==> config.mk <==
export PLATFORM = sky130hd
export DESIGN_NAME = stb_tail_bank
export DESIGN_NICKNAME = d
export VERILOG_FILES = /design/src/rtl/stb_pkg.sv /design/src/rtl/stb_sat_add.sv /design/src/rtl/stb_tail_bank.sv
export VERILOG_INCLUDE_DIRS = /design/src /design/src/rtl
export SDC_FILE = /design/constraint.sdc
export NUM_CORES = 1
export LEC_CHECK = 0
export ABC_AREA = 1
export BUFFER_PORTS_ARGS = -buffer_cell sky130_fd_sc_hd__buf_2
export CAP_MARGIN = 20
export CORE_ASPECT_RATIO = 0.6
export CORE_MARGIN = 4
export CORE_UTILIZATION = 40
export CTS_CLUSTER_SIZE = 10
export DETAILED_ROUTE_END_ITERATION = 8
export PLACE_DENSITY = 0.67
export SLEW_MARGIN = 20
export SYNTH_ARGS = -nofsm -noshare
export SYNTH_HDL_FRONTEND = slang
export SYNTH_HIERARCHICAL = 1
export SYNTH_SLANG_ARGS = --single-unit
==> constraint.sdc <==
create_clock -name CLK_IN -period 2.9 [get_ports CLK_IN]
set_input_delay 0.145 -clock CLK_IN [delete_from_list [all_inputs] [get_ports CLK_IN]]
set_output_delay 0.145 -clock CLK_IN [all_outputs]
set_load 0.02 [all_outputs]
==> src/rtl/stb_defs.svh <==
// Purpose: Register offsets, field positions and reset values for the sensor tail bank.
// Assumes: Two-wire slave with an 8-bit register pointer and 16-bit words.
// Notes:   Definitions only.
// Behaviour
// - Offset word is read/write, clears at reset.
// - Single scratch word read/write at 08h.
// - Identification word at 0Fh ignores writes.
// - Identification bits 15:12 give silicon revision.
// - Identification bits 11:0 give fixed part code.
// - Slave only; never starts a bus transfer.
// - Strap pin selects one of four addresses.
// - Limit flag asserts when thresholds 02h/03h passed.
// - Offset added to linearized two's-complement temperature.
// - Overflowing sum saturates to maximum or minimum.
`ifndef STB_DEFS_SVH
`define STB_DEFS_SVH

`define STB_PTR_RESULT   8'h00
`define STB_PTR_HIGH     8'h02
`define STB_PTR_LOW      8'h03
`define STB_PTR_OFFSET   8'h07
`define STB_PTR_SCRATCH  8'h08
`define STB_PTR_ID       8'h0F

`define STB_ID_REV_MSB   15
`define STB_ID_REV_LSB   12
`define STB_ID_PART_MSB  11
`define STB_ID_PART_LSB  0

`define STB_OFFSET_RST   16'h0000
`define STB_SCRATCH_RST  16'h0000
`define STB_HIGH_RST     16'h6000
`define STB_LOW_RST      16'h8000
`define STB_RESULT_RST   16'h0000
`define STB_WORD_MAX     16'h7FFF
`define STB_WORD_MIN     16'h8000

`define STB_ADDR_BASE    7'h48
`define STB_BITS_BYTE    4'h8
`define STB_BITS_LAST    4'h7

`endif

==> src/rtl/stb_pkg.sv <==
// Purpose: Types shared by the sensor tail bank.
// Assumes: Nothing beyond the defines header.
// Notes:   States are one-hot.
package stb_pkg;

  typedef logic [15:0] stb_word_t;

  typedef enum logic [6:0]
  {
    ST_IDLE     = 7'h01,
    ST_ADDR     = 7'h02,
    ST_ADDR_ACK = 7'h04,
    ST_RX       = 7'h08,
    ST_RX_ACK   = 7'h10,
    ST_TX       = 7'h20,
    ST_TX_ACK   = 7'h40
  } stb_state_t;

  typedef struct packed
  {
    logic scl;
    logic sda;
  } stb_lines_t;

  typedef struct packed
  {
    logic seen_low;
    logic seen_high;
    logic diff_sda;
    logic diff_scl;
  } stb_strap_t;

endpackage

==> src/rtl/stb_sat_add.sv <==
// Purpose: Saturating two's-complement adder for the temperature correction.
// Assumes: Both operands use the same fixed-point format.
// Notes:   Purely combinational.
`timescale 1ns/1ps
`default_nettype none
`include "stb_defs.svh"

module stb_sat_add
(
  // Operands
  input  wire stb_pkg::stb_word_t  raw_in,
  input  wire stb_pkg::stb_word_t  offset_in,
  // Result
  output var  stb_pkg::stb_word_t  sum_out
);
  import stb_pkg::*;

  logic [16:0] wide;

  always_comb
  begin
    wide = {raw_in[15], raw_in} + {offset_in[15], offset_in};
    if (wide[16] != wide[15])
    begin
      sum_out = wide[16] ? `STB_WORD_MIN : `STB_WORD_MAX;
    end
    else
    begin
      sum_out = wide[15:0];
    end
  end

endmodule

`default_nettype wire

==> src/rtl/stb_tail_bank.sv <==
// Purpose: Two-wire slave register bank with offset correction and limit flag.
// Assumes: Bus lines and strap are synchronous to CLK_IN and much slower than it.
// Notes:   Write is pointer, MSB, LSB; read returns MSB then LSB of the pointed word.
`timescale 1ns/1ps
`default_nettype none
`include "stb_defs.svh"

module stb_tail_bank
#(
  parameter logic [3:0]  REVISION  = 4'h0,
  parameter logic [11:0] PART_ID   = 12'hA5C,
  parameter logic [6:0]  ADDR_BASE = `STB_ADDR_BASE
)
(
  // Clock, reset, enable
  input  wire logic                CLK_IN,
  input  wire logic                SRST_IN,
  input  wire logic                CE_IN,
  // Two-wire bus
  input  wire logic                SCL_IN,
  input  wire logic                SDA_IN,
  output var  logic                SDA_OUT,
  output var  logic                SDA_OE_OUT,
  // Address strap
  input  wire logic                BUS_ADDRESS_STRAP_IN,
  // Conversion result
  input  wire stb_pkg::stb_word_t  TEMP_RAW_IN,
  input  wire logic                TEMP_VALID_IN,
  output var  stb_pkg::stb_word_t  TEMP_RESULT_OUT,
  // Limit flag
  output var  logic                ALERT_OUT,
  output var  logic                ALERT_OE_OUT
);
  import stb_pkg::*;

  stb_state_t  state,    next_state;
  stb_lines_t  line_q,   next_line_q;
  stb_strap_t  strap,    next_strap;
  logic [3:0]  bit_cnt,  next_bit_cnt;
  logic [7:0]  shift,    next_shift;
  logic [1:0]  byte_idx, next_byte_idx;
  logic        rw,       next_rw;
  logic        tx_lsb,   next_tx_lsb;
  logic [7:0]  ptr,      next_ptr;
  logic [7:0]  msb_hold, next_msb_hold;
  stb_word_t   tx_word,  next_tx_word;
  logic        sda_oe,   next_sda_oe;
  stb_word_t   offset,   next_offset;
  stb_word_t   scratch,  next_scratch;
  stb_word_t   high_lim, next_high_lim;
  stb_word_t   low_lim,  next_low_lim;
  stb_word_t   result,   next_result;
  logic        alert,    next_alert;
  stb_word_t   corrected;
  stb_word_t   ptr_word;
  logic        scl_rise;
  logic        scl_fall;
  logic        bus_start;
  logic        bus_stop;
  logic [6:0]  my_addr;
  logic [7:0]  tx_byte;

  function automatic stb_word_t read_word(input logic [7:0] p);
    stb_word_t w;
    w = 16'h0000;
    case (p)
      `STB_PTR_RESULT:  w = result;
      `STB_PTR_HIGH:    w = high_lim;
      `STB_PTR_LOW:     w = low_lim;
      `STB_PTR_OFFSET:  w = offset;
      `STB_PTR_SCRATCH: w = scratch;
      `STB_PTR_ID:
      begin
        w[`STB_ID_REV_MSB:`STB_ID_REV_LSB]   = REVISION;
        w[`STB_ID_PART_MSB:`STB_ID_PART_LSB] = PART_ID;
      end
      default:          w = 16'h0000;
    endcase
    return w;
  endfunction

  // Strap tied to ground or supply never toggles; tied to a bus line it follows that line.
  function automatic logic [6:0] strap_addr(input stb_strap_t s);
    logic [6:0] idx;
    idx = 7'h00;
    if (!s.seen_high)
    begin
      idx = 7'h00;
    end
    else if (!s.seen_low)
    begin
      idx = 7'h01;
    end
    else if (!s.diff_sda)
    begin
      idx = 7'h02;
    end
    else
    begin
      idx = 7'h03;
    end
    return ADDR_BASE + idx;
  endfunction

  stb_sat_add u_sat_add
  (
    .raw_in    (TEMP_RAW_IN),
    .offset_in (offset),
    .sum_out   (corrected)
  );

  always_comb
  begin
    scl_rise  = SCL_IN & ~line_q.scl;
    scl_fall  = ~SCL_IN & line_q.scl;
    bus_start = SCL_IN & line_q.scl & line_q.sda & ~SDA_IN;
    bus_stop  = SCL_IN & line_q.scl & ~line_q.sda & SDA_IN;
    my_addr   = strap_addr(strap);
    tx_byte   = tx_lsb ? tx_word[15:8] : tx_word[7:0];
    ptr_word  = read_word(ptr);

    next_state    = state;
    next_line_q   = line_q;
    next_strap    = strap;
    next_bit_cnt  = bit_cnt;
    next_shift    = shift;
    next_byte_idx = byte_idx;
    next_rw       = rw;
    next_tx_lsb   = tx_lsb;
    next_ptr      = ptr;
    next_msb_hold = msb_hold;
    next_tx_word  = tx_word;
    next_sda_oe   = sda_oe;
    next_offset   = offset;
    next_scratch  = scratch;
    next_high_lim = high_lim;
    next_low_lim  = low_lim;
    next_result   = result;

    next_line_q.scl = SCL_IN;
    next_line_q.sda = SDA_IN;

    if (!BUS_ADDRESS_STRAP_IN)
    begin
      next_strap.seen_low = 1'b1;
    end
    else
    begin
      next_strap.seen_high = 1'b1;
    end
    if (BUS_ADDRESS_STRAP_IN != SDA_IN)
    begin
      next_strap.diff_sda = 1'b1;
    end
    if (BUS_ADDRESS_STRAP_IN != SCL_IN)
    begin
      next_strap.diff_scl = 1'b1;
    end

    if (TEMP_VALID_IN)
    begin
      next_result = corrected;
    end
    next_alert = ($signed(result) > $signed(high_lim)) ||
                 ($signed(result) < $signed(low_lim));

    // The bank only follows the host's clock and its start and stop conditions.
    if (bus_stop)
    begin
      next_state  = ST_IDLE;
      next_sda_oe = 1'b0;
    end
    else if (bus_start)
    begin
      next_state   = ST_ADDR;
      next_bit_cnt = 4'h0;
      next_sda_oe  = 1'b0;
    end
    else
    begin
      case (state)
        ST_IDLE:
        begin
          next_sda_oe = 1'b0;
        end
        ST_ADDR:
        begin
          if (scl_rise)
          begin
            next_shift   = {shift[6:0], SDA_IN};
            next_bit_cnt = bit_cnt + 4'h1;
          end
          else if (scl_fall && bit_cnt == `STB_BITS_BYTE)
          begin
            next_bit_cnt = 4'h0;
            if (shift[7:1] == my_addr)
            begin
              next_state   = ST_ADDR_ACK;
              next_sda_oe  = 1'b1;
              next_rw      = shift[0];
              next_tx_word = read_word(ptr);
            end
            else
            begin
              next_state = ST_IDLE;
            end
          end
        end
        ST_ADDR_ACK:
        begin
          if (scl_fall)
          begin
            next_bit_cnt = 4'h0;
            if (rw)
            begin
              next_state  = ST_TX;
              next_tx_lsb = 1'b0;
              next_shift  = tx_word[15:8];
              next_sda_oe = ~tx_word[15];
            end
            else
            begin
              next_state    = ST_RX;
              next_byte_idx = 2'h0;
              next_sda_oe   = 1'b0;
            end
          end
        end
        ST_RX:
        begin
          if (scl_rise)
          begin
            next_shift   = {shift[6:0], SDA_IN};
            next_bit_cnt = bit_cnt + 4'h1;
          end
          else if (scl_fall && bit_cnt == `STB_BITS_BYTE)
          begin
            next_state   = ST_RX_ACK;
            next_sda_oe  = 1'b1;
            next_bit_cnt = 4'h0;
            if (byte_idx != 2'h3)
            begin
              next_byte_idx = byte_idx + 2'h1;
            end
            case (byte_idx)
              2'h0:    next_ptr = shift;
              2'h1:    next_msb_hold = shift;
              2'h2:
              begin
                case (ptr)
                  `STB_PTR_OFFSET:  next_offset   = {msb_hold, shift};
                  `STB_PTR_SCRATCH: next_scratch  = {msb_hold, shift};
                  `STB_PTR_HIGH:    next_high_lim = {msb_hold, shift};
                  `STB_PTR_LOW:     next_low_lim  = {msb_hold, shift};
                  default:          next_offset   = offset;
                endcase
              end
              default: next_ptr = ptr;
            endcase
          end
        end
        ST_RX_ACK:
        begin
          if (scl_fall)
          begin
            next_state  = ST_RX;
            next_sda_oe = 1'b0;
          end
        end
        ST_TX:
        begin
          if (scl_fall)
          begin
            if (bit_cnt == `STB_BITS_LAST)
            begin
              next_state   = ST_TX_ACK;
              next_sda_oe  = 1'b0;
              next_bit_cnt = 4'h0;
            end
            else
            begin
              next_bit_cnt = bit_cnt + 4'h1;
              next_shift   = {shift[6:0], 1'b0};
              next_sda_oe  = ~shift[6];
            end
          end
        end
        ST_TX_ACK:
        begin
          if (scl_rise && SDA_IN)
          begin
            next_state = ST_IDLE;
          end
          else if (scl_fall)
          begin
            next_state  = ST_TX;
            next_tx_lsb = ~tx_lsb;
            next_shift  = tx_byte;
            next_sda_oe = ~tx_byte[7];
            if (tx_lsb)
            begin
              next_tx_word = ptr_word;
              next_shift   = ptr_word[15:8];
              next_sda_oe  = ~ptr_word[15];
            end
          end
        end
        default:
        begin
          next_state  = ST_IDLE;
          next_sda_oe = 1'b0;
        end
      endcase
    end
  end

  always_ff @(posedge CLK_IN)
  begin
    if (SRST_IN)
    begin
      state    <= ST_IDLE;
      line_q   <= 2'b11;
      strap    <= 4'h0;
      bit_cnt  <= 4'h0;
      shift    <= 8'h00;
      byte_idx <= 2'h0;
      rw       <= 1'b0;
      tx_lsb   <= 1'b0;
      ptr      <= 8'h00;
      msb_hold <= 8'h00;
      tx_word  <= 16'h0000;
      sda_oe   <= 1'b0;
      offset   <= `STB_OFFSET_RST;
      scratch  <= `STB_SCRATCH_RST;
      high_lim <= `STB_HIGH_RST;
      low_lim  <= `STB_LOW_RST;
      result   <= `STB_RESULT_RST;
      alert    <= 1'b0;
    end
    else if (CE_IN)
    begin
      state    <= next_state;
      line_q   <= next_line_q;
      strap    <= next_strap;
      bit_cnt  <= next_bit_cnt;
      shift    <= next_shift;
      byte_idx <= next_byte_idx;
      rw       <= next_rw;
      tx_lsb   <= next_tx_lsb;
      ptr      <= next_ptr;
      msb_hold <= next_msb_hold;
      tx_word  <= next_tx_word;
      sda_oe   <= next_sda_oe;
      offset   <= next_offset;
      scratch  <= next_scratch;
      high_lim <= next_high_lim;
      low_lim  <= next_low_lim;
      result   <= next_result;
      alert    <= next_alert;
    end
  end

  // Both pins only ever pull low.
  assign SDA_OUT         = 1'b0;
  assign SDA_OE_OUT      = sda_oe;
  assign ALERT_OUT       = 1'b0;
  assign ALERT_OE_OUT    = alert;
  assign TEMP_RESULT_OUT = result;

endmodule

`default_nettype wire

# Word level (Yosys, flattened, before mapping)

Cells that the tools add are included.

Reduce and logical (&&, ||, !) cells: 29
Order comparisons: 2
Equal/unequal tests: 51
Add/subtract/negate cells: 4
Bitwise operators: 20
Mux-type cells: 72

Operators with widths:

| kind                                                             | number |
|---|---|
| 16-bit 2-to-1 mux                                                | 8 |
| 16-bit one-hot mux with 6 select lines                           | 1 |
| 7-bit 2-to-1 mux                                                 | 12 |
| 8-bit 2-to-1 mux                                                 | 9 |
| 7-bit one-hot mux with 7 select lines                            | 1 |
| 4-bit != test (second input constant)                            | 11 |
| 8-bit AND reduction                                              | 5 |
| 11-bit AND reduction                                             | 3 |
| 16-bit one-hot mux with 2 select lines                           | 1 |
| 8-bit one-hot mux with 4 select lines                            | 1 |
| 2-bit != test (second input constant)                            | 15 |
| 4-bit 2-to-1 mux                                                 | 6 |
| 7-bit AND reduction                                              | 3 |
| 1-bit 2-to-1 mux                                                 | 20 |
| 16-bit by 16-bit adder with 17-bit output                        | 1 |
| 8-bit by 2-bit == test with 1-bit output (second input constant) | 2 |
| 8-bit by 4-bit == test with 1-bit output (second input constant) | 2 |
| 16-bit > comparator                                              | 1 |
| 16-bit < comparator                                              | 1 |
| 2-bit 2-to-1 mux                                                 | 7 |
| 1-bit NOT                                                        | 13 |
| 4-bit one-hot mux with 3 select lines                            | 1 |
| 10-bit AND reduction                                             | 1 |
| 3-bit != test (second input constant)                            | 3 |
| 36 further kinds                                                 | 50 |

Flip-flop bits (word level): 142
Logic and storage cells: 199
Bits of input ports: 23
Output and inout port bits: 20

# Depth between registers and ports, before layout

Word-level depth: 11
Depth in mapped cells: 18
Gate-level depth less buffers: 17

# Cells and area by module

The synthesis kept the hierarchy.

Modules (own cells, without submodules):

| module        | instances | cells each | area an instance (µm²) |
|---|---|---|---|
| stb_tail_bank | 1         | 1084       | 7578.5 |
| stb_sat_add   | 1         | 194        | 1084.8 |

# Least setup slack after synthesis

OpenSTA, ideal clock, no wires.

Path type: register -> register
Start point: register offset[0]
End point: register result[11] (netlist: TEMP_RESULT_OUT[11])
Setup slack: 0.754 ns
Arrival time: 2.019 ns
Cell stages (with the launch flop): 19
Clock period less this slack: 2.146 ns
Data required time: 2.774 ns
Path through: dfxtp_1 ha_1 inv_1 fa_1 inv_1 nand2_1 nand2_1 nand3_1 nand2_2 nand2_2 nand2_2 nand2_2 nand2_4 nand2_4 buf_6 nand2_1 nand2_1 o21ai_0 a21oi_1

Cells in the longest elaborated chain, start to end: 3

RTL lines:

| element                                                             | RTL line             | text |
|---|---|---|
| start: declaration                                                  | stb_tail_bank.sv:48  | `stb_word_t offset, next_offset;` |
| start signal: assignment                                            | stb_tail_bank.sv:333 | `` offset <= `STB_OFFSET_RST; `` |
| start signal: assignment                                            | stb_tail_bank.sv:354 | `offset <= next_offset;` |
| 16-bit by 16-bit adder with 17-bit output (*)                       | stb_sat_add.sv:22    | `wide = {raw_in[15], raw_in} + {offset_in[15], offset_in};` |
| 16-bit 2-to-1 mux (no source line) or 1-bit != test (tied branches) | -                    |  |
| 16-bit 2-to-1 mux (*)                                               | stb_sat_add.sv:23    | `if (wide[16] != wide[15])` |
| via corrected[11]                                                   | stb_tail_bank.sv:54  | `stb_word_t corrected;` |
| end signal: assignment                                              | stb_tail_bank.sv:337 | `` result <= `STB_RESULT_RST; `` |
| end signal: assignment                                              | stb_tail_bank.sv:358 | `result <= next_result;` |
| end: declaration                                                    | stb_tail_bank.sv:52  | `stb_word_t result, next_result;` |

Mark *: on every way through the listed nets, which the timed path passes. The rest lies on a longest branch.
A chain may end at the register's enable or synchronous reset.

# Worst setup path in the final report

Ends and elaborated chain as after synthesis.

==> impl_metrics.json <==
{
  "status": "completed",
  "io_pins": 43,
  "num_vias": 8428,
  "grt_max_degree": 113,
  "cts.sinks": 142,
  "multi_input_area_um2": 4940,
  "p_per_area_nw_per_um2": 557,
  "drc_errors": 0,
  "layout_commonest_cell": "nand2_1",
  "final-seq-area_um2": 2840,
  "yosys.area_share.adder": 0.0789,
  "numCtsBuffers": 17,
  "r2r_start": "offset[0]$_SDFFE_PP0P_",
  "clock_skew_ps": 13.4,
  "criticalPathCategory": "flop to flop",
  "synth_compound_area_frac": 0.189,
  "rows": 41,
  "postCtsSetupBuffers": 0,
  "cts_tree": "yes",
  "clkLatencyLatePin_ps": 430,
  "routedWlPerCell_um": 16.5,
  "diodes": 0,
  "max-slew-margin-rel": 0.456,
  "crit_top_cell": "nand2_1",
  "yosys_warnings": 6,
  "placed_cells": 1573,
  "p_int_uw": 3790,
  "fmax_mhz": 384,
  "worstSetupStartpointType": "flop",
  "clkPwrFrac": 0.433,
  "finalNonFillerCells": 1604,
  "required_ps": 3260,
  "worstPathCellList": "ha_1 -> inv_1 -> fa_1 -> inv_1 -> nand2_1 -> nand2_1 -> nand3_1 -> nand2_2 -> nand2_2 -> nand3_2 -> nand4_2 -> nand2_1 -> o21ai_0 -> a21oi_1",
  "coreArea_um2": 21100,
  "grtUsageTotal": 0.222,
  "htreeDepth": 4,
  "clkTransAtPathRegs_ps": 60,
  "postCtsHoldBufs": 0,
  "grt_pass1_wl_um": 41900,
  "setup_ws_ps": 293,
  "p_sw_uw": 1630,
  "grt_remaining_overflow": 0,
  "critPathMaxStageDelay_ps": 440,
  "setup_viol": 0,
  "grt_pass1_vias": 7475,
  "final_nets": 1390,
  "combPwrFrac": 0.176,
  "setup_tns_ps": 0,
  "clockBufferDepth": 2,
  "die_h_um": 122,
  "synth_mux_area_frac": 0,
  "synth_xor_area_frac": 0.0101,
  "synth_top_area_frac": 0.328,
  "synthSimpleGateAreaFrac": 0.292,
  "drtPass1Iterations": 6,
  "worstSetupStartpoint": "offset[0]$_SDFFE_PP0P_",
  "synthCells": 1278,
  "dieArea_um2": 24200,
  "dp_hpwl_um": 19900,
  "synth_seq_area_share": 0.328,
  "finalWeightedCongestion": 0.903,
  "p_leak_uw": 0.00442,
  "dp_slack_ps": 346,
  "synth_cell_types": 50,
  "slew_violations": 0,
  "hold-worst-slack_ps": 10.8,
  "period_needed_ps": 2610,
  "power_frac_seq": 0.391,
  "drive_gt1_frac": 0.132,
  "hp-start": "SCL_IN",
  "hold_path_class": "input port to flop",
  "cts_resized": 0,
  "die_w_um": 198,
  "tightest_slew_ps": 815,
  "crit_arrival_ps": 2960,
  "port_buffers": 40,
  "area_growth_pct": 12.5,
  "ir_drop_mv": 0.451,
  "grt_antenna_before_repair": 0,
  "rsz0062_at_grt": "false",
  "synth.ff_latch_count": 142,
  "drt_iter0_markers": 853,
  "cts-root-buf": "clkbuf_16",
  "switching_share": 0.301,
  "postRouteAntennaNets": 0,
  "period_share": 0.899,
  "final-hold-violation-count": 0,
  "n_fill_cell": 2151,
  "synth_area_leaders": "dfxtp_1 (33%), nand2_1 (11%), a21oi_1 (8.7%)",
  "worst-path-max-fanout": 15,
  "crit_path_end_kind": "flop",
  "syn_area_per_cell_um2": 6.78,
  "vias_per_cell": 5.25,
  "slowest_stage": "fa_1",
  "start_util": 0.410,
  "cap_violations": 0,
  "routed_wl_um": 26500,
  "netlist_area_um2": 8660,
  "yosysTopAreaCell": "dfxtp_1",
  "synth_top_family_by_area": "simple AND/OR/NAND/NOR gates",
  "layout_common_cells": "nand2_1 (253), a21oi_1 (150), nor2_1 (144)"
}
==> worst max-delay path, delay by kind of cell, from the launching register on <==
kind / cells / cell delay, ps
buffers and inverters: 2 / 120
DFF: 1 / 350
and+or+nand+nor: 8 / 1220
AOI/OAI and AO/OA: 2 / 240
adders and majority gates: 2 / 610
==> cells in the mapped netlist (all sizes together) <==
master  instances
fa              1
nand3          70
nand2         281
o21a            1
and3            1
nor2          156
nand4           7
and2            1
ha             53
inv           163
or2             3
o22ai          14
xor2            7
conb            1
o211ai          3
a211oi          3
clkbuf         20
o21ai         136
a21oi         153
buf            26
a21o            1
nand3b          3
o21bai          4
dfxtp         142
xnor2           3
nor3           21
nor3b           4
==> power groups by stage <==
stage	Clock [uW]	Sequential, uW	Combinational (uW)
after floorplan	0	2170	666
after global placement	0	2160	928
after detailed placement	0	2160	937
after CTS	2370	2120	943
after global routing	2450	2130	1070
final	2350	2120	957
==> registers in the layout, indices dropped and copies added, names as in the netlist, 8 cells and up <==
| register | count |
|---|---|
| TEMP_RESULT_OUT | 16 |
| high_lim | 16 |
| low_lim | 16 |
| msb_hold | 8 |
| offset | 16 |
| ptr | 8 |
| scratch | 16 |
| shift | 8 |
| tx_word | 16 |
==> logic make-up after synthesis <==
| kind of cell | after synthesis |
|---|---|
| adders and majority gates | 54 |
| xor gates and xnor gates | 10 |
| and+or+nand+nor | 547 |
| buffers and inverters | 209 |
| other | 1 |
| DFF | 142 |
| AOI/OAI and AO/OA | 315 |
==> area by class of cell <==
class	count	share of cell area
Clock buffer	18	0.0451
Timing Repair Buffer	61	0.0380
Multi-Input combinational cell	928	0.507
Inverter	163	0.0630
Sequential cell	142	0.292
Tap cell	279	0.0358
Clock inverter	13	0.0194
==> routing by layer <==
layer,GRT usage,part of all wire,vias to the layer above
li1,-,-,4255
met1,0.366,0.51,3807
met2,0.278,0.37,336
met3,0.0605,0.11,30
met4,0.0421,0.012,0
met5,0,0,-
==> per-stage QoR <==
step	cell area, um^2	power [uW]	util
floorplan	8670	2830	-
global placement	9120	3090	0.432
detailed placement	9120	3100	0.432
CTS	9750	5430	0.461
global route	9750	5650	0.461
finish	9750	5430	0.461
==> final timing paths <==
check / end / slack [ps] / depth (start not counted)
worst max-delay path: TEMP_RESULT_OUT[11]$_SDFFE_PP0P_ / 290 / 14
worst min-delay path: line_q[1]$_SDFFE_PP1P_ / 10 / 3
worst max register to register: TEMP_RESULT_OUT[11]$_SDFFE_PP0P_ / 290 / 14
worst min register to register: ptr[4]$_SDFFE_PP0P_ / 450 / 2
(Power assumes the default switching activity.)
